$ cat src/pbl_cfg.svh
`ifndef PBL_CFG_SVH
`define PBL_CFG_SVH

// register offsets on the plain register port
`define PBL_ADDR_W 8
`define PBL_OFF_CTRL 8'h16
`define PBL_OFF_ERRCNT 8'h20
`define PBL_OFF_IRQ_STAT 8'h21
`define PBL_OFF_IRQ_MASK 8'h22

// self_test_control field positions
`define PBL_B_CNT_MODE 14
`define PBL_B_PKT_TYPE 13
`define PBL_B_GEN_EN 12
`define PBL_B_LOCK 11
`define PBL_B_SYNC_LOSS 10
`define PBL_B_GEN_STAT 9
`define PBL_B_LINE_FWD 6
`define PBL_F_LB_HI 5
`define PBL_F_LB_LO 2
`define PBL_F_RSV_HI 1

// fixed value of the read-only reserved pair at bits 8:7
`define PBL_RSV87_VAL 2'h2
`define PBL_CTRL_RST 16'h0000

// interrupt status bit positions
`define PBL_IRQ_LOSS 0
`define PBL_IRQ_LOCK 1
`define PBL_IRQ_CNT 2
`define PBL_IRQ_DONE 3
`define PBL_IRQ_N 4

// timing counts in bit times (one bit per enabled cycle)
`define PBL_PKT_BITS 12000
`define PBL_GAP_BITS 96
`define PBL_LOCK_MATCHES 32
`define PBL_LOSS_MISSES 4

`endif

$ cat src/pbl_pkg.sv
package pbl_pkg;

  typedef enum logic [3:0] {
    PBL_LB_NORMAL = 4'h0,
    PBL_LB_PCS = 4'h1,
    PBL_LB_ANALOG = 4'h2,
    PBL_LB_REVERSE = 4'h4,
    PBL_LB_RSVD = 4'h8
  } pbl_lb_t;

  typedef enum logic [1:0] {
    PBL_GEN_IDLE = 2'h0,
    PBL_GEN_RUN = 2'h1,
    PBL_GEN_GAP = 2'h2,
    PBL_GEN_DONE = 2'h3
  } pbl_gen_t;

  typedef struct packed {
    logic [7:0] addr;
    logic [15:0] wdata;
    logic wr;
    logic rd;
  } pbl_bus_t;

  typedef struct packed {
    logic bit_v;
    logic valid;
    logic sop;
  } pbl_tx_t;

endpackage : pbl_pkg

$ cat src/pbl_prbs_gen.sv
`timescale 1ns/1ps
// fibonacci lfsr, advances one bit per i_step
module pbl_prbs_gen #(
  parameter int W = 15,
  parameter int TAP = 14
) (
  input wire logic i_clk,
  input wire logic i_rst_n,
  input wire logic i_load,
  input wire logic i_step,
  output logic o_bit
);

  initial begin
    if (W < 3 || TAP >= W || TAP < 1) $error("pbl_prbs_gen: bad taps");
  end

  typedef struct packed {
    logic [W-1:0] sh;
  } pbl_gen_st_t;

  pbl_gen_st_t st_q;
  pbl_gen_st_t st_d;

  always_comb begin
    st_d = st_q;
    if (i_load) begin
      st_d.sh = {W{1'b1}};
    end else if (i_step) begin
      st_d.sh = {st_q.sh[W-2:0], st_q.sh[W-1] ^ st_q.sh[TAP-1]};
    end
  end

  always_ff @(posedge i_clk) begin
    if (!i_rst_n) begin
      st_q <= '{sh: {W{1'b1}}};
    end else begin
      st_q <= st_d;
    end
  end

  assign o_bit = st_q.sh[W-1] ^ st_q.sh[TAP-1];

endmodule : pbl_prbs_gen

$ cat src/pbl_err_cnt.sv
`timescale 1ns/1ps
module pbl_err_cnt #(
  parameter int W = 16
) (
  input wire logic i_clk,
  input wire logic i_rst_n,
  input wire logic i_inc,
  input wire logic i_continuous,
  input wire logic i_clr,
  output logic [W-1:0] o_count,
  output logic o_wrap
);

  initial begin
    if (W < 2 || W > 16) $error("pbl_err_cnt: width must be 2..16");
  end

  typedef struct packed {
    logic [W-1:0] cnt;
    logic wrap;
  } pbl_cnt_st_t;

  pbl_cnt_st_t st_q;
  pbl_cnt_st_t st_d;

  always_comb begin
    st_d = st_q;
    st_d.wrap = 1'b0;
    if (i_inc && (st_q.cnt == {W{1'b1}}) && i_continuous) begin
      // a clear in the same cycle does not swallow the wrap
      st_d.cnt = '0;
      st_d.wrap = 1'b1;
    end else if (i_clr) begin
      // the read has already returned the old count, so an increment now is dropped
      st_d.cnt = '0;
    end else if (i_inc && (st_q.cnt != {W{1'b1}})) begin
      st_d.cnt = st_q.cnt + 1'b1;
    end
    // single mode: at maximum the increment is dropped
  end

  always_ff @(posedge i_clk) begin
    if (!i_rst_n) begin
      st_q <= '0;
    end else begin
      st_q <= st_d;
    end
  end

  assign o_count = st_q.cnt;
  assign o_wrap = st_q.wrap;

endmodule : pbl_err_cnt

$ cat src/pbl_top.sv
// Operation
// - continuous counter mode: pulse at maximum error count, then restart from zero
// - single counter mode: checker stops counting errors at maximum value
// - prbs type with generator on: continuous prbs-filled packets
// - prbs type with generator off: checker still active on received data
// - constant type with generator on: one constant packet, no prbs gen or check
// - generation enable starts the generator, clearing it stops it
// - read-only lock bit is one while checker is locked to received stream
// - sync-loss flag latches high on loss of sync until register is read
// - read-only generator status is one while generator is producing packets
// - loopback select: 0000 normal, 0001 pcs, 0010 analog
// - loopback select 0100 is reverse; 1000 is reserved, not used
// - in xmii loopback, forward bit passes tx data to line or suppresses it
`include "pbl_cfg.svh"
`timescale 1ns/1ps
module pbl_top #(
  parameter int CNT_W = 16,
  parameter int PKT_BITS = `PBL_PKT_BITS,
  parameter int GAP_BITS = `PBL_GAP_BITS,
  parameter int LOCK_MATCHES = `PBL_LOCK_MATCHES,
  parameter int LOSS_MISSES = `PBL_LOSS_MISSES,
  parameter logic CONST_BIT = 1'b1
) (
  input wire logic I_CLK,
  input wire logic I_RST_N,
  input wire logic [7:0] I_ADDR,
  input wire logic [15:0] I_WDATA,
  input wire logic I_WR,
  input wire logic I_RD,
  output logic [15:0] O_RDATA,
  input wire logic I_TX_READY,
  output logic O_TX_BIT,
  output logic O_TX_VALID,
  output logic O_TX_SOP,
  input wire logic I_RX_BIT,
  input wire logic I_RX_VALID,
  output logic [3:0] O_LOOPBACK,
  output logic O_LINE_TX_EN,
  output logic O_ERR_WRAP,
  output logic O_IRQ
);

  initial begin
    if (PKT_BITS < 2 || PKT_BITS > 65535) $error("pbl_top: PKT_BITS out of range");
    if (GAP_BITS < 1 || GAP_BITS > 65535) $error("pbl_top: GAP_BITS out of range");
    if (LOCK_MATCHES < 1 || LOCK_MATCHES > 255) $error("pbl_top: LOCK_MATCHES out of range");
    if (LOSS_MISSES < 1 || LOSS_MISSES > 15) $error("pbl_top: LOSS_MISSES out of range");
  end

  // end points of the 16-bit bit and gap counters, limits of the 8-bit match and 4-bit miss counters; the range checks above keep them representable
  localparam logic [15:0] PKT_LAST = 16'(PKT_BITS - 1);
  localparam logic [15:0] GAP_LAST = 16'(GAP_BITS - 1);
  localparam logic [7:0] LOCK_N = 8'(LOCK_MATCHES);
  localparam logic [3:0] LOSS_N = 4'(LOSS_MISSES);

  // only listed codes are accepted; anything else, reserved 1000 included, is refused
  function automatic logic lb_legal(input logic [3:0] v);
    case (v)
      pbl_pkg::PBL_LB_NORMAL,
      pbl_pkg::PBL_LB_PCS,
      pbl_pkg::PBL_LB_ANALOG,
      pbl_pkg::PBL_LB_REVERSE: lb_legal = 1'b1;
      default: lb_legal = 1'b0;
    endcase
  endfunction : lb_legal

  // pcs and analog loop the xmii transmit data back inside the device
  function automatic logic lb_xmii(input logic [3:0] v);
    lb_xmii = (v == pbl_pkg::PBL_LB_PCS) || (v == pbl_pkg::PBL_LB_ANALOG);
  endfunction : lb_xmii

  typedef struct packed {
    logic cnt_mode;
    logic pkt_type;
    logic gen_en;
    logic [3:0] lb;
    logic line_fwd;
    logic [1:0] rsv;
    logic sync_loss;
    logic locked;
    pbl_pkg::pbl_gen_t gen;
    logic [15:0] bit_cnt;
    logic [14:0] chk_sh;
    logic [7:0] match_cnt;
    logic [3:0] miss_cnt;
    logic [`PBL_IRQ_N-1:0] irq_stat;
    logic [`PBL_IRQ_N-1:0] irq_mask;
    logic [15:0] rdata;
    pbl_pkg::pbl_tx_t tx;
  } pbl_top_st_t;

  pbl_top_st_t st_q;
  pbl_top_st_t st_d;
  pbl_pkg::pbl_bus_t bus;
  logic prbs_bit;
  logic prbs_load;
  logic prbs_step;

  logic chk_en;
  logic err_inc;
  logic err_clr;
  logic err_wrap;
  logic [CNT_W-1:0] err_count;

  logic tx_slot;
  logic [`PBL_IRQ_N-1:0] irq_ev;
  logic [15:0] ctrl_view;

  assign bus = '{addr: I_ADDR, wdata: I_WDATA, wr: I_WR, rd: I_RD};

  // checker runs only for prbs packet type, whatever the generator does
  assign chk_en = st_q.pkt_type;
  // datapath ready gates every bit and every gap cycle
  assign tx_slot = I_TX_READY;
  // reseeding in idle makes every run start from the same sequence
  assign prbs_load = (st_q.gen == pbl_pkg::PBL_GEN_IDLE);
  assign prbs_step = (st_q.gen == pbl_pkg::PBL_GEN_RUN) && st_q.pkt_type && tx_slot;
  // reading the count clears it; an increment landing on that read is lost, except one that wraps a full count in continuous mode
  assign err_clr = bus.rd && (bus.addr == `PBL_OFF_ERRCNT);

  pbl_prbs_gen #(
    .W(15),
    .TAP(14)
  ) u_gen (
    .i_clk(I_CLK),
    .i_rst_n(I_RST_N),
    .i_load(prbs_load),
    .i_step(prbs_step),
    .o_bit(prbs_bit)
  );

  pbl_err_cnt #(
    .W(CNT_W)
  ) u_cnt (
    .i_clk(I_CLK),
    .i_rst_n(I_RST_N),
    .i_inc(err_inc),
    .i_continuous(st_q.cnt_mode),
    .i_clr(err_clr),
    .o_count(err_count),
    .o_wrap(err_wrap)
  );

  always_comb begin
    // status fields come from live state, not from stored write data
    ctrl_view = 16'h0000;
    ctrl_view[`PBL_B_CNT_MODE] = st_q.cnt_mode;
    ctrl_view[`PBL_B_PKT_TYPE] = st_q.pkt_type;
    ctrl_view[`PBL_B_GEN_EN] = st_q.gen_en;
    ctrl_view[`PBL_B_LOCK] = st_q.locked;
    ctrl_view[`PBL_B_SYNC_LOSS] = st_q.sync_loss;
    // done after a single constant packet reads as off
    ctrl_view[`PBL_B_GEN_STAT] = (st_q.gen == pbl_pkg::PBL_GEN_RUN) ||
                                 (st_q.gen == pbl_pkg::PBL_GEN_GAP);
    ctrl_view[8:7] = `PBL_RSV87_VAL;
    ctrl_view[`PBL_B_LINE_FWD] = st_q.line_fwd;
    ctrl_view[`PBL_F_LB_HI:`PBL_F_LB_LO] = st_q.lb;
    ctrl_view[`PBL_F_RSV_HI:0] = st_q.rsv;
  end

  always_comb begin
    logic mism;
    logic loss_ev;
    logic lock_ev;
    logic done_ev;
    logic [3:0] new_lb;
    mism = 1'b0;
    loss_ev = 1'b0;
    lock_ev = 1'b0;
    done_ev = 1'b0;
    new_lb = bus.wdata[`PBL_F_LB_HI:`PBL_F_LB_LO];
    err_inc = 1'b0;
    st_d = st_q;
    st_d.tx.valid = 1'b0;
    st_d.tx.sop = 1'b0;

    // generator sequencing; one bit leaves per cycle the datapath is ready
    case (st_q.gen)
      pbl_pkg::PBL_GEN_IDLE: begin
        st_d.bit_cnt = 16'h0000;
        if (st_q.gen_en) begin
          st_d.gen = pbl_pkg::PBL_GEN_RUN;
        end
      end
      pbl_pkg::PBL_GEN_RUN: begin
        // ready low stalls the packet; bit counter and lfsr hold together
        if (tx_slot) begin
          st_d.tx.valid = 1'b1;
          st_d.tx.sop = (st_q.bit_cnt == 16'h0000);
          st_d.tx.bit_v = st_q.pkt_type ? prbs_bit : CONST_BIT;
          // last bit: prbs type rests for the gap, constant type stops for good
          if (st_q.bit_cnt == PKT_LAST) begin
            st_d.bit_cnt = 16'h0000;
            if (st_q.pkt_type) begin
              st_d.gen = pbl_pkg::PBL_GEN_GAP;
            end else begin
              st_d.gen = pbl_pkg::PBL_GEN_DONE;
              done_ev = 1'b1;
            end
          end else begin
            st_d.bit_cnt = st_q.bit_cnt + 16'h0001;
          end
        end
      end
      pbl_pkg::PBL_GEN_GAP: begin
        // the gap counts ready cycles, so a stalled datapath stretches it
        if (tx_slot) begin
          if (st_q.bit_cnt == GAP_LAST) begin
            st_d.bit_cnt = 16'h0000;
            st_d.gen = st_q.pkt_type ? pbl_pkg::PBL_GEN_RUN : pbl_pkg::PBL_GEN_DONE;
          end else begin
            st_d.bit_cnt = st_q.bit_cnt + 16'h0001;
          end
        end
      end
      pbl_pkg::PBL_GEN_DONE: begin
        // single packet sent; a new one needs enable cleared and set again
        st_d.bit_cnt = 16'h0000;
      end
      default: begin
        st_d.gen = pbl_pkg::PBL_GEN_IDLE;
      end
    endcase
    if (!st_q.gen_en) begin
      st_d.gen = pbl_pkg::PBL_GEN_IDLE;
      st_d.tx.valid = 1'b0;
      st_d.tx.sop = 1'b0;
    end

    // self-synchronising checker: prediction from the last received bits
    if (!chk_en) begin
      st_d.locked = 1'b0;
      st_d.match_cnt = 8'h00;
      st_d.miss_cnt = 4'h0;
    end else if (I_RX_VALID) begin
      mism = (st_q.chk_sh[14] ^ st_q.chk_sh[13]) != I_RX_BIT;
      st_d.chk_sh = {st_q.chk_sh[13:0], I_RX_BIT};
      // chance matches before the history fills can lock early; the first
      // wrong prediction after that is then counted as an error
      if (!st_q.locked) begin
        st_d.match_cnt = mism ? 8'h00 : st_q.match_cnt + 8'h01;
        if (!mism && (st_q.match_cnt + 8'h01 == LOCK_N)) begin
          st_d.locked = 1'b1;
          st_d.match_cnt = 8'h00;
          st_d.miss_cnt = 4'h0;
          lock_ev = 1'b1;
        end
      end else begin
        // a lone bit error is counted; only a run of misses breaks lock
        err_inc = mism;
        st_d.miss_cnt = mism ? st_q.miss_cnt + 4'h1 : 4'h0;
        // the miss that breaks lock is still counted above
        if (mism && (st_q.miss_cnt + 4'h1 == LOSS_N)) begin
          st_d.locked = 1'b0;
          st_d.miss_cnt = 4'h0;
          loss_ev = 1'b1;
        end
      end
    end

    // events of this cycle; the counter wrap arrives one cycle after its error
    irq_ev = '0;
    irq_ev[`PBL_IRQ_LOSS] = loss_ev;
    irq_ev[`PBL_IRQ_LOCK] = lock_ev;
    irq_ev[`PBL_IRQ_CNT] = err_wrap;
    irq_ev[`PBL_IRQ_DONE] = done_ev;

    // register writes
    st_d.rdata = 16'h0000;
    if (bus.wr) begin
      case (bus.addr)
        `PBL_OFF_CTRL: begin
          st_d.cnt_mode = bus.wdata[`PBL_B_CNT_MODE];
          st_d.pkt_type = bus.wdata[`PBL_B_PKT_TYPE];
          st_d.gen_en = bus.wdata[`PBL_B_GEN_EN];
          // reserved pair 1:0 is plain storage and reads back as written
          st_d.rsv = bus.wdata[`PBL_F_RSV_HI:0];
          if (lb_legal(new_lb)) begin
            st_d.lb = new_lb;
          end
          // forward bit only takes when the resulting mode is an xmii loopback
          st_d.line_fwd = bus.wdata[`PBL_B_LINE_FWD] && lb_xmii(st_d.lb);
        end
        `PBL_OFF_IRQ_STAT: begin
          st_d.irq_stat = st_q.irq_stat & ~bus.wdata[`PBL_IRQ_N-1:0];
        end
        `PBL_OFF_IRQ_MASK: begin
          st_d.irq_mask = bus.wdata[`PBL_IRQ_N-1:0];
        end
        default: begin
        end
      endcase
    end

    // register reads, answered in the next cycle
    if (bus.rd) begin
      case (bus.addr)
        `PBL_OFF_CTRL: begin
          st_d.rdata = ctrl_view;
          st_d.sync_loss = 1'b0;
        end
        `PBL_OFF_ERRCNT: st_d.rdata = 16'(err_count);
        `PBL_OFF_IRQ_STAT: st_d.rdata = {{(16 - `PBL_IRQ_N){1'b0}}, st_q.irq_stat};
        `PBL_OFF_IRQ_MASK: st_d.rdata = {{(16 - `PBL_IRQ_N){1'b0}}, st_q.irq_mask};
        default: st_d.rdata = 16'h0000;
      endcase
    end

    // events set after the clears so a same-cycle loss or event is kept
    if (loss_ev) begin
      st_d.sync_loss = 1'b1;
    end
    st_d.irq_stat = st_d.irq_stat | irq_ev;
  end

  always_ff @(posedge I_CLK) begin
    if (!I_RST_N) begin
      st_q <= '0;
      st_q.gen <= pbl_pkg::PBL_GEN_IDLE;
      st_q.lb <= pbl_pkg::PBL_LB_NORMAL;
      // history starts at all ones, the same as the generator seed
      st_q.chk_sh <= 15'h7FFF;
    end else begin
      st_q <= st_d;
    end
  end

  assign O_RDATA = st_q.rdata;
  assign O_TX_BIT = st_q.tx.bit_v;
  assign O_TX_VALID = st_q.tx.valid;
  assign O_TX_SOP = st_q.tx.sop;
  assign O_LOOPBACK = st_q.lb;
  // outside xmii loopback the line always gets transmit data
  assign O_LINE_TX_EN = !lb_xmii(st_q.lb) || st_q.line_fwd;
  assign O_ERR_WRAP = err_wrap;
  // level output: drops as soon as the status bit is cleared or masked
  assign O_IRQ = |(st_q.irq_stat & st_q.irq_mask);

endmodule : pbl_top

$ cat config.mk
export PLATFORM = sky130hd
export DESIGN_NAME = pbl_top
export DESIGN_NICKNAME = d
export VERILOG_FILES = /design/src/pbl_pkg.sv /design/src/pbl_prbs_gen.sv /design/src/pbl_err_cnt.sv /design/src/pbl_top.sv
export VERILOG_INCLUDE_DIRS = /design/src
export SDC_FILE = /design/constraint.sdc
export NUM_CORES = 1
export LEC_CHECK = 0
export BUFFER_PORTS_ARGS = -buffer_cell sky130_fd_sc_hd__buf_2
export CORE_MARGIN = 2
export CORE_UTILIZATION = 43
export DETAILED_ROUTE_END_ITERATION = 8
export PLACE_DENSITY = 0.61
export SLEW_MARGIN = 20
export SYNTH_ARGS = -nofsm -noshare
export SYNTH_HDL_FRONTEND = slang
export SYNTH_SLANG_ARGS = --single-unit
$ cat constraint.sdc
create_clock -name I_CLK -period 2.3 [get_ports I_CLK]
set_input_delay 0.115 -clock I_CLK [delete_from_list [all_inputs] [get_ports I_CLK]]
set_output_delay 0.115 -clock I_CLK [all_outputs]
set_load 0.03 [all_outputs]
After elaboration in Yosys (flattened, before gate mapping)
Cells that the tools add are included.
{ "word_totals": {"out_inout_bits": 26, "in_bits": 31, "elab_cells": 148, "rom_bits": 0, "ff_bits": 116, "mem_count": 0, "latch_bits": 0, "mem_bits_rw": 0} }
{ "op_classes": {"mul": 0, "div_mod_pow": 0, "magnitude_cmp": 0, "n_eq_ne": 25, "shifts": 0, "bitwise": 8, "n_addsub": 4, "mux": 48, "n_reduce_logical": 41} }
{ "ops": {"columns": ["operator", "n"], "rows": [
  ["$pmux 16 s4", 1],
  ["$pmux 16 s3", 1],
  ["$mux 18", 2],
  ["$add 16x1->16 const B", 2],
  ["$eq 8x6->1 const B", 4],
  ["$mux 16", 2],
  ["$mux 4", 8],
  ["$mux 1", 26],
  ["$reduce_and 2->1", 11],
  ["$eq 16x14->1 const B", 1],
  ["$eq 16x16->1 const B", 1],
  ["$eq 16x7->1 const B", 1],
  ["$logic_not 16->1", 1],
  ["$mux 8", 2],
  ["$ne 16x16->1 const B", 1],
  ["$eq 4x1->1 const B", 3],
  ["$eq 4x2->1 const B", 3],
  ["$mux 12", 1],
  ["$logic_and 1x1->1", 9],
  ["$add 8x1->8 const B", 1],
  ["$and 4x4->4", 2],
  ["$eq 4x3->1 const B", 2],
  ["$eq 8x5->1 const B", 1],
  ["$mux 2", 4],
  ["other kinds (23)", 36]
]} }

Longest topological paths before layout
Gate-level depths: netlist of the first run.
{ "depth": {"word_depth": 11, "depth_mapped": 9} }

Cells and area by module
A second synthesis of the first run with hierarchy kept.
{ "unflattened": {"hier_cells": 636, "hier_area_um2": 5514.0} }
{ "by_module_without_submodules": {"columns": ["module", "cells_per_inst", "area_each_um2", "seq_area_each_um2", "instances"], "rows": [
  ["pbl_top", 483, 4061.4, 1681.6, 1],
  ["pbl_err_cnt", 102, 882.1, 340.3, 1],
  ["pbl_prbs_gen", 51, 570.5, 300.3, 1]
]} }

Worst setup path before layout of the first run
Ideal clock, no wire load.
{ "synth_path": {"path_kind": "register to register", "startpoint": "reg st_q[71] in the netlist's numbering", "endpoint": "reg st_q[65] in the netlist's numbering", "arrival_time_ns": 1.727, "setup_slack_ns": 0.459, "synth_period_minus_slack_ns": 1.841, "setup_ns": 0.114, "stages_incl_launch_ff": 9, "path_cell_list": "dfxtp_1 -> inv_1 -> ha_1 -> clkbuf_1 -> o21ba_2 -> nor4b_2 -> nand4_1 -> xor2_1 -> nor2_1"} }
{ "synth_between": {"elab_chain_cells": 3, "elab_cells_between_ends": 9, "classes_between": "eq/ne (5); mux (1); reduce/logical (3)"} }
{ "synth_lines": {"columns": ["item", "line", "rtl"], "rows": [
  ["start: declaration", "pbl_top.sv:92", "pbl_top_st_t st_q;"],
  ["start signal: assignment", "pbl_top.sv:324", "st_q <= st_d;"],
  ["$eq 2x2->1 (tied with other cells)", "pbl_top.sv:178", "case (st_q.gen)"],
  ["$reduce_or 2->1 (no source line) / $ne 2x2->1 (equally long branches)", null, null],
  ["$pmux 16 s3 / $reduce_and 2->1 (equally long branches)", null, null]
]} }
Parallel ways exist; a longest one is shown, timed or not.
A chain may end at the register's enable or synchronous reset.

Final worst setup path of the first run
{ "layout_path": {"startpoint": "reg st_q[71] in the netlist's numbering", "endpoint": "reg st_q[66] in the netlist's numbering"} }
Same word-level chain as after synthesis.

==> impl_metrics.py, run 1 <==
metrics = {
    "critical_path": {
        "crit_arrival_ps": 2390,
        "crit_required_ps": 2600,
        "worst_setup_path_end_kind": "flop",
        "critPathLaunch": "st_q[71]$_SDFFE_PN0P_",
        "cp_slowest_cell": "o21bai_1",
        "rr_startpoint": "st_q[71]$_SDFFE_PN0P_",
        "crit_fanout": 7,
        "crit_chain": "inv_1, ha_1, buf_4, o21bai_1, and3_1, nand3_1, xor2_1, nor2_1",
        "critical_path.max_stage_delay_ps": 410,
        "worstSetupPathType": "flop to flop",
        "start_kind": "flop",
    },
    "synthesis": {
        "synth-async-reset-ratio_pct": 0,
        "synth-edff-count": 0,
        "syn_inst": 655,
        "ys_top_cells_by_count": "dfxtp_1 (116), nand2_1 (112), nor2_1 (67)",
        "syn_area_um2": 5540,
        "ys_ff_latch": 116,
        "syn_nets": 696,
        "synth-main-ff-cell": "dfxtp_1",
        "synth.most_common_cell": "dfxtp_1",
        "synth_seq_area_share_pct": 41.9,
        "yosysUniqueCellTypes": 71,
        "yosys_warnings": 0,
        "syn_area_per_cell_um2": 8.45,
        "synth_top_area_share_pct": 41.9,
        "ys_top_cells_by_area": "dfxtp_1 (42%), nand2_1 (7.6%), nand3_1 (5.1%)",
        "yosys.area.top_type": "dfxtp_1",
    },
    "clocking": {
        "clockRootBuffer": "clkbuf_16",
        "ctsHtreeMaxLevel": 4,
        "cts_max_path_buffers": 2,
        "worstSkewPairLatency_ps": 420,
        "cts_tree": "yes",
        "cts_inserted_buffers": 17,
        "clkTransAtPathRegs_ps": 50,
        "numClockSinks": 116,
    },
    "layout": {
        "n_antenna_cell": 0,
        "fin_nets": 738,
        "layout-drive-gt1-share_pct": 16.0,
        "final.fill_count": 1211,
        "syn_to_final_growth_pct": 17.0,
        "stdcell_count": 879,
    },
    "sta": {
        "fin_crit_ps": 2090,
        "worst_pin_slew_ps": 844,
        "max_freq_mhz": 478,
        "rsz0062_at_grt": "false",
        "holdWs_ps": 21.3,
        "slew_headroom_pct": 42.9,
        "setup_violations": 0,
        "hold_viol": 0,
        "final.setup_skew_ps": 6.38,
        "maxSlewViolCount": 0,
        "finalCritPeriodShare_pct": 91.0,
        "fin_setup_tns_ps": 0,
        "setup_ws_ps": 207,
    },
    "drt": {
        "drt_iter0_drc": 370,
        "vias_per_cell": 5.37,
        "dr.pass1.iters": 6,
        "wl_per_cell_um": 14.5,
        "wirelength_um": 12700,
        "drc": 0,
        "vias": 4719,
        "ant_nets": 0,
    },
    "floorplan": {
        "num_rows": 41,
        "dieHeight_um": 117,
        "core-area_um2": 12600,
        "dieArea_um2": 13800,
        "die_x_um": 117,
        "boundaryPins": 57,
        "initial_utilization_pct": 43.9,
    },
    "placed_design": {
        "dpl.cell_count": 843,
        "hpwlAfterDp_um": 8820,
        "preCtsSetupSlack_ps": 262,
        "gp_congestion": 0.867,
        "io_buffers": 50,
    },
    "grt": {
        "grt_pass1_vias": 4343,
        "grt_max_degree": 22,
        "gr-total-overflow": 0,
        "grt_util_all_layers_pct": 18.9,
        "grt_pass1_wl_um": 21200,
        "antenna_found_initial": 0,
    },
    "min_path": {
        "hp-class": "input pin to flop",
        "hold_start": "I_WDATA[4]",
    },
    "run_status": {
        "status": "complete, no violations",
    },
    "power_and_ir_drop": {
        "p_leak_nw": 2.52,
        "powerDensity_nw_per_um2": 732,
        "ir_drop_uv": 484,
    },
    "flow_run": {
        "cap_violations": 0,
    },
}
==> cells in the final DEF, fill, tap and decap left out, drive strengths merged, types with 12 or more instances in the layout <==
cell and n:
xor2 19, a21oi 19, nand2 112, nand3 57, buf 66, inv 12
a21boi 13, nor2 68, nor3 20, clkbuf 25, dfxtp 116, and3 15
o21ai 13, xnor2 13
==> per-stage QoR <==
step           total power [mW]  instance area (um^2)  util [%]
4_1_cts                    4.78                  6480      51.3
5_1_grt                    4.88                  6480      51.3
3_5_place_dp               2.17                  5820      46.1
6_report                   4.74                  6480      51.3
2_1_floorplan              2.11                  5540         -
3_3_place_gp               2.16                  5820      46.1
==> logic make-up (layout without fill, tap and decap cells) <==
logic type / Yosys count / count (layout) / synth area share, %
XOR/XNOR: 33 / 33 / 5.49
AO/OA/AOI/OAI: 98 / 98 / 12.8
multiplexers: 8 / 8 / 1.45
AND/OR/NAND/NOR: 327 / 327 / 29.6
flip-flops: 116 / 116 / 41.9
buffers and inverters: 62 / 114 / 6.26
adder cells (fa/ha/maj): 11 / 11 / 2.44
==> registers in the layout (all words and copies together) (netlist names) <==
name,cells
st_q,53
O_TX_VALID,1
O_TX_SOP,1
O_LOOPBACK,4
O_RDATA,16
u_gen.st_q,15
u_cnt.o_wrap,1
chk_en,1
ctrl_view,7
O_TX_BIT,1
u_cnt.o_count,16
==> final cells by class <==
cell class	instances	area, um^2	area share [%]
tap	172	215	3.32
clock buffer	25	515	7.96
multi-input combinational	477	2870	44.3
clock inverter	4	70.1	1.08
inverter	12	45.0	0.696
timing repair buffer	73	440	6.80
sequential	116	2320	35.9
==> worst max-delay path, delay by kind of cell, from the launching register on <==
| family | cells | cell delay, ps |
|---|---|---|
| simple gates | 3 | 560 |
| fa+ha+maj | 1 | 200 |
| flops | 1 | 400 |
| xor+xnor | 1 | 160 |
| buf+inv | 2 | 250 |
| compound gates | 1 | 410 |
==> timing repair <==
item                                   in CTS  in global routing
resized for setup                           0                  0
hold buffers                                7                  0
buffers inserted                            0                  0
endpoints found under the hold margin       8                  0
==> report_power, final <==
group          total [mW]  switching, mW  internal [mW]
sequential           2.01       0.000392           2.01
clock                2.60          0.861           1.74
combinational       0.122         0.0733         0.0483
==> final timing paths <==
| kind | end | slack [ps] | depth (start not counted) |
|---|---|---|---|
| max | st_q[66]$_SDFFE_PN0P_ | 210 | 8 |
| min | O_LOOPBACK[2]$_SDFFE_PN0P_ | 20 | 3 |
| max reg2reg | st_q[66]$_SDFFE_PN0P_ | 210 | 8 |
| min reg2reg | u_gen.st_q[13]$_SDFFE_PP1P_ | 460 | 2 |
==> metal layers <==
metal	wire (um)	part of all wire [%]	global-route usage (%)	vias up
li1	-	-	-	2369
met1	5800	46	24.3	2220
met2	6190	49	30.5	110
met3	523	4.1	4.94	20
met4	192	1.5	7.53	0
met5	0	0	0	-
No activity file was read; power rests on OpenSTA's default activity.
==> run 2: changes to the inputs <==
--- a/config.mk
+++ b/config.mk
@@ -13,2 +13,3 @@
 export PLACE_DENSITY = 0.61
+export SKIP_CTS_REPAIR_TIMING = 1
 export SLEW_MARGIN = 20
--- a/constraint.sdc
+++ b/constraint.sdc
@@ -3,2 +3,2 @@
 set_output_delay 0.115 -clock I_CLK [all_outputs]
-set_load 0.03 [all_outputs]
+set_load 0.1 [all_outputs]
==> run 2 against run 1 <==
  * The flow now finishes with violations (hold timing)
  * Combinational power down 4%
  * First-iteration DRC count rose by 1.1%
  * Die area unchanged
  * Clock skew hardly changed
  * Critical path type unchanged
  * Clock power is essentially flat
  * Sequential cell count unchanged
  * Largest power group unchanged
==> impl_metrics.py, run 2 (same netlist as run 1, synthesis figures left out) <==
metrics = {
    "run_status": {
        "status": "complete, but fails checks",
        "failed_checks": "hold timing",
    },
    "critical_path": {
        "crit_arrival_ps": 2400,
        "cp_slowest_cell": "o21bai_1",
        "crit_chain": "inv_1, ha_1, buf_4, o21bai_1, and3_1, nand3_1, xor2_1, nor2_1",
        "worst_setup_path_end_kind": "flop",
        "rr_startpoint": "st_q[71]$_SDFFE_PN0P_",
        "r2r_slack_ps": 200,
        "critical_path.max_stage_delay_ps": 420,
        "r2r-end": "st_q[66]$_SDFFE_PN0P_",
        "worstSetupPathType": "flop to flop",
        "start_kind": "flop",
        "crit_fanout": 7,
        "rr_worst_depth": 8,
        "crit_required_ps": 2600,
    },
    "placed_design": {
        "io_buffers": 50,
        "dpl.cell_count": 843,
        "post_dp_cell_area_um2": 5820,
        "hpwlAfterDp_um": 8820,
        "gp_congestion": 0.867,
    },
    "sta": {
        "worst_pin_slew_ps": 838,
        "rsz0062_at_grt": "false",
        "holdWs_ps": -9.79,
        "finalCritPeriodShare_pct": 91.4,
        "fin_setup_tns_ps": 0,
        "maxSlewViolCount": 0,
        "max_freq_mhz": 476,
        "setup_violations": 0,
        "final.setup_skew_ps": 6.52,
        "slew_headroom_pct": 43.2,
        "fin_crit_ps": 2100,
        "hold_viol": 3,
    },
    "layout": {
        "layout-drive-gt1-share_pct": 16.1,
        "stdcell_count": 875,
        "final_common_cell": "dfxtp_1",
        "regMostFlops": "st_q",
        "syn_to_final_growth_pct": 16.2,
        "largest_reg_flops": 53,
        "final.fill_count": 1212,
        "fin_area_um2": 6440,
        "n_antenna_cell": 0,
        "final_cell_mix": "dfxtp_1 (116), nand2_1 (112), nor2_1 (67)",
        "fin_nets": 734,
    },
    "power_and_ir_drop": {
        "ir_drop_uv": 482,
        "p_leak_nw": 2.50,
        "powerDensity_nw_per_um2": 735,
    },
    "min_path": {
        "hp-class": "input pin to flop",
        "hold_start": "I_RX_BIT",
        "hold_path_end": "st_q[39]$_SDFFE_PN1P_",
        "worstHoldPathCells": 3,
    },
    "clocking": {
        "clockRootBuffer": "clkbuf_16",
        "worstSkewPairLatency_ps": 420,
        "clkTransAtPathRegs_ps": 50,
        "cts_max_path_buffers": 2,
        "ctsHtreeMaxLevel": 4,
        "cts_tree": "yes",
        "cts_inserted_buffers": 17,
        "numClockSinks": 116,
    },
    "drt": {
        "ant_nets": 0,
        "vias": 4701,
        "drc": 0,
        "wirelength_um": 12700,
        "dr.pass1.iters": 5,
        "vias_per_cell": 5.37,
        "wl_per_cell_um": 14.5,
        "drt_iter0_drc": 374,
    },
    "grt": {
        "gr-total-overflow": 0,
        "grt_pass1_vias": 4306,
        "antenna_found_initial": 0,
        "grt_max_degree": 22,
        "grt_util_all_layers_pct": 18.8,
        "grt_pass1_wl_um": 21000,
    },
    "floorplan": {
        "initial_utilization_pct": 43.9,
        "dieArea_um2": 13800,
        "dieHeight_um": 117,
        "boundaryPins": 57,
        "num_rows": 41,
        "core-area_um2": 12600,
        "die_x_um": 117,
    },
    "flow_run": {
        "cap_violations": 0,
    },
}
[run 2: cell types whose count changed in the layout (fill, tap and decap cells not counted), sizes merged]
cell / previous run / this run
dlygate4sd3: 7 / 3
[run 2: worst max-delay path by stage]
stage | from | endpoint | slack [ps] | depth (start not counted)
floorplan | st_q[71]$_SDFFE_PN0P_ | st_q[65]$_SDFFE_PN0P_ | 460 | 8
global placement | st_q[70]$_SDFFE_PN0P_ | st_q[69]$_SDFFE_PN0P_ | 320 | 7
detailed placement | st_q[70]$_SDFFE_PN0P_ | st_q[65]$_SDFFE_PN0P_ | 260 | 7
CTS | st_q[70]$_SDFFE_PN0P_ | st_q[65]$_SDFFE_PN0P_ | 240 | 7
global route | st_q[71]$_SDFFE_PN0P_ | st_q[66]$_SDFFE_PN0P_ | 100 | 8
finish | st_q[71]$_SDFFE_PN0P_ | st_q[66]$_SDFFE_PN0P_ | 200 | 8
[run 2: report_power, final]
group          switching [mW]  leakage [nW]  internal, mW
sequential           0.000394         0.935          2.01
clock                   0.861         0.291          1.74
combinational          0.0727          1.28        0.0438
[run 2: routing by layer]
layer	track usage [%]	part of all wire [%]
met3	4.94	5.0
met5	0	0
met4	7.53	1.5
met2	30.2	48
met1	24.1	45
[run 2: metrics by stage]
stage | util [%] | worst slack [ps] | total power, mW
6_report | 51.0 | 197 | 4.73
3_3_place_gp | 46.1 | 319 | 2.16
3_5_place_dp | 46.1 | 262 | 2.17
4_1_cts | 50.8 | 241 | 4.78
5_1_grt | 51.0 | 105 | 4.88
2_1_floorplan | - | 459 | 2.11
[run 2: worst max-delay path, delay by kind of cell, from the launching register on]
kind / cells / cell delay (ps)
fa+ha+maj: 1 / 200
compound gates: 1 / 420
buf+inv: 2 / 250
xor+xnor: 1 / 160
simple gates: 3 / 560
flops: 1 / 400
[run 2: cell type report]
type / instances / area (um^2) / share of cell area (%)
clock inverters: 4 / 70.1 / 1.09
repair buffers: 69 / 400 / 6.22
clock buffers: 25 / 515 / 8.01
multi-input cells: 477 / 2870 / 44.6
inverters: 12 / 45.0 / 0.700
flip-flops and latches: 116 / 2320 / 36.1
well taps: 172 / 215 / 3.34
==> run 3: changes to the inputs <==
Settings changed: ABC_CLOCK_PERIOD_IN_PS set to 2300, SETUP_SLACK_MARGIN set to 0.3.
==> run 3 against run 2 <==
  * Clock skew is 1.6 ps higher
  * Critical endpoint unchanged
  * Clock power is essentially flat
  * Sequential power about the same
  * Final cell count rose by 0.11%
  * Core utilization up 0.47 points
  * Non-clock buffer count increased by 1
  * Fmax up 12%
  * Via count up 0.49%
  * Critical path depth unchanged
  * The flow still finishes with violations (hold timing)
  * Die area unchanged
==> impl_metrics.py, run 3 (same netlist as run 1, synthesis figures left out) <==
metrics = {
    "drt": {
        "vias_per_cell": 5.39,
        "wirelength_um": 12700,
        "dr.pass1.iters": 5,
        "drt_iter0_drc": 375,
        "vias": 4724,
        "ant_nets": 0,
        "wl_per_cell_um": 14.5,
        "drc": 0,
    },
    "sta": {
        "hold_viol": 4,
        "rsz0062_at_grt": "false",
        "maxSlewViolCount": 0,
        "setup_violations": 0,
        "finalCritPeriodShare_pct": 81.8,
        "fin_crit_ps": 1880,
        "fin_setup_tns_ps": 0,
        "slew_headroom_pct": 44.0,
        "max_freq_mhz": 532,
        "holdWs_ps": -13.6,
        "worst_pin_slew_ps": 826,
        "final.setup_skew_ps": 8.16,
    },
    "clocking": {
        "worstSkewPairLatency_ps": 420,
        "cts_max_path_buffers": 2,
        "clockRootBuffer": "clkbuf_16",
        "cts_tree": "yes",
        "cts_inserted_buffers": 17,
        "numClockSinks": 116,
        "ctsHtreeMaxLevel": 4,
        "clkTransAtPathRegs_ps": 50,
    },
    "grt": {
        "antenna_found_initial": 0,
        "grt_util_all_layers_pct": 18.8,
        "gr-total-overflow": 0,
        "grt_pass1_vias": 4306,
        "grt_max_degree": 22,
        "grt_pass1_wl_um": 21000,
    },
    "power_and_ir_drop": {
        "powerDensity_nw_per_um2": 729,
        "ir_drop_uv": 488,
        "p_leak_nw": 2.53,
    },
    "critical_path": {
        "critical_path.max_stage_delay_ps": 400,
        "worst_setup_path_end_kind": "flop",
        "crit_arrival_ps": 2180,
        "crit_chain": "inv_1, ha_1, buf_4, o21bai_2, and3_2, nand3_1, xor2_1, nor2_1",
        "start_kind": "flop",
        "cp_slowest_cell": "dfxtp_1",
        "crit_required_ps": 2600,
        "worstSetupPathType": "flop to flop",
        "crit_fanout": 7,
    },
    "run_status": {
        "failed_checks": "hold timing",
        "status": "complete, but fails checks",
    },
    "placed_design": {
        "hpwlAfterDp_um": 8820,
        "io_buffers": 50,
        "post_dp_cell_area_um2": 5820,
        "gp_congestion": 0.867,
    },
    "floorplan": {
        "initial_utilization_pct": 43.9,
        "boundaryPins": 57,
        "dieArea_um2": 13800,
        "core-area_um2": 12600,
        "die_x_um": 117,
        "num_rows": 41,
        "dieHeight_um": 117,
    },
    "flow_run": {
        "cap_violations": 0,
    },
    "layout": {
        "final_cell_mix": "nand2_1 (112), dfxtp_1 (111), nor2_1 (67)",
        "final_common_cell": "nand2_1",
        "syn_to_final_growth_pct": 17.3,
        "n_antenna_cell": 0,
        "regMostFlops": "st_q",
        "layout-drive-gt1-share_pct": 17.9,
        "fin_nets": 735,
        "final.fill_count": 1204,
        "largest_reg_flops": 53,
        "fin_area_um2": 6490,
    },
    "min_path": {
        "hp-class": "input pin to flop",
    },
}
## run 3: cell types whose count changed in the layout (fill, tap and decap cells not counted), sizes merged
cell	previous run	this run
buf	66	67
## run 3: critical path: cells and delay by family, from the launching register on
kind	cells	cell delay, ps
and+or+nand+nor	3	490
DFF	1	400
buffers and inverters	2	250
AOI/OAI and AO/OA	1	250
adders and majority gates	1	200
xor gates and xnor gates	1	170
## run 3: power breakdown
part | total [mW] | leakage [nW] | switching (mW) | internal [mW]
Clock | 2.60 | 0.291 | 0.863 | 1.74
Combinational | 0.117 | 1.30 | 0.0730 | 0.0440
Sequential | 2.01 | 0.938 | 0.000395 | 2.01
## run 3: layer usage
layer  wire length (um)  vias to the layer above  global-route usage, %  share of wire (%)
li1                   -                     2362                      -                  -
met1               5830                     2235                   24.1                 46
met2               6190                      105                   30.2                 49
met3                469                       22                   4.94                3.7
met4                224                        0                   7.53                1.8
met5                  0                        -                      0                  0
## run 3: worst paths after layout
path	from	endpoint	slack, ps	depth (start not counted)
worst max-delay path	st_q[71]$_SDFFE_PN0P_	st_q[66]$_SDFFE_PN0P_	420	8
worst min-delay path	I_RX_BIT	st_q[39]$_SDFFE_PN1P_	-10	3
worst max register to register	st_q[71]$_SDFFE_PN0P_	st_q[66]$_SDFFE_PN0P_	420	8
worst min register to register	u_gen.st_q[12]$_SDFFE_PP1P_	u_gen.st_q[13]$_SDFFE_PP1P_	470	2
## run 3: area by class of cell
type / instances / area [um^2] / share of cell area (%)
multi-input cells: 477 / 2910 / 44.8
flip-flops and latches: 116 / 2330 / 35.9
clock buffers: 25 / 515 / 7.94
repair buffers: 70 / 408 / 6.28
well taps: 172 / 215 / 3.31
clock inverters: 4 / 70.1 / 1.08
inverters: 12 / 45.0 / 0.694
## run 3: through the flow
step	instances	util [%]	setup slack [ps]	power [mW]	hold slack, ps
after floorplan	655	-	459	2.11	239
after global placement	843	46.1	319	2.16	395
after detailed placement	843	46.1	262	2.17	401
after CTS	872	50.8	241	4.78	-33.5
after global routing	876	51.5	316	4.88	1.27
final	876	51.5	419	4.74	-13.6
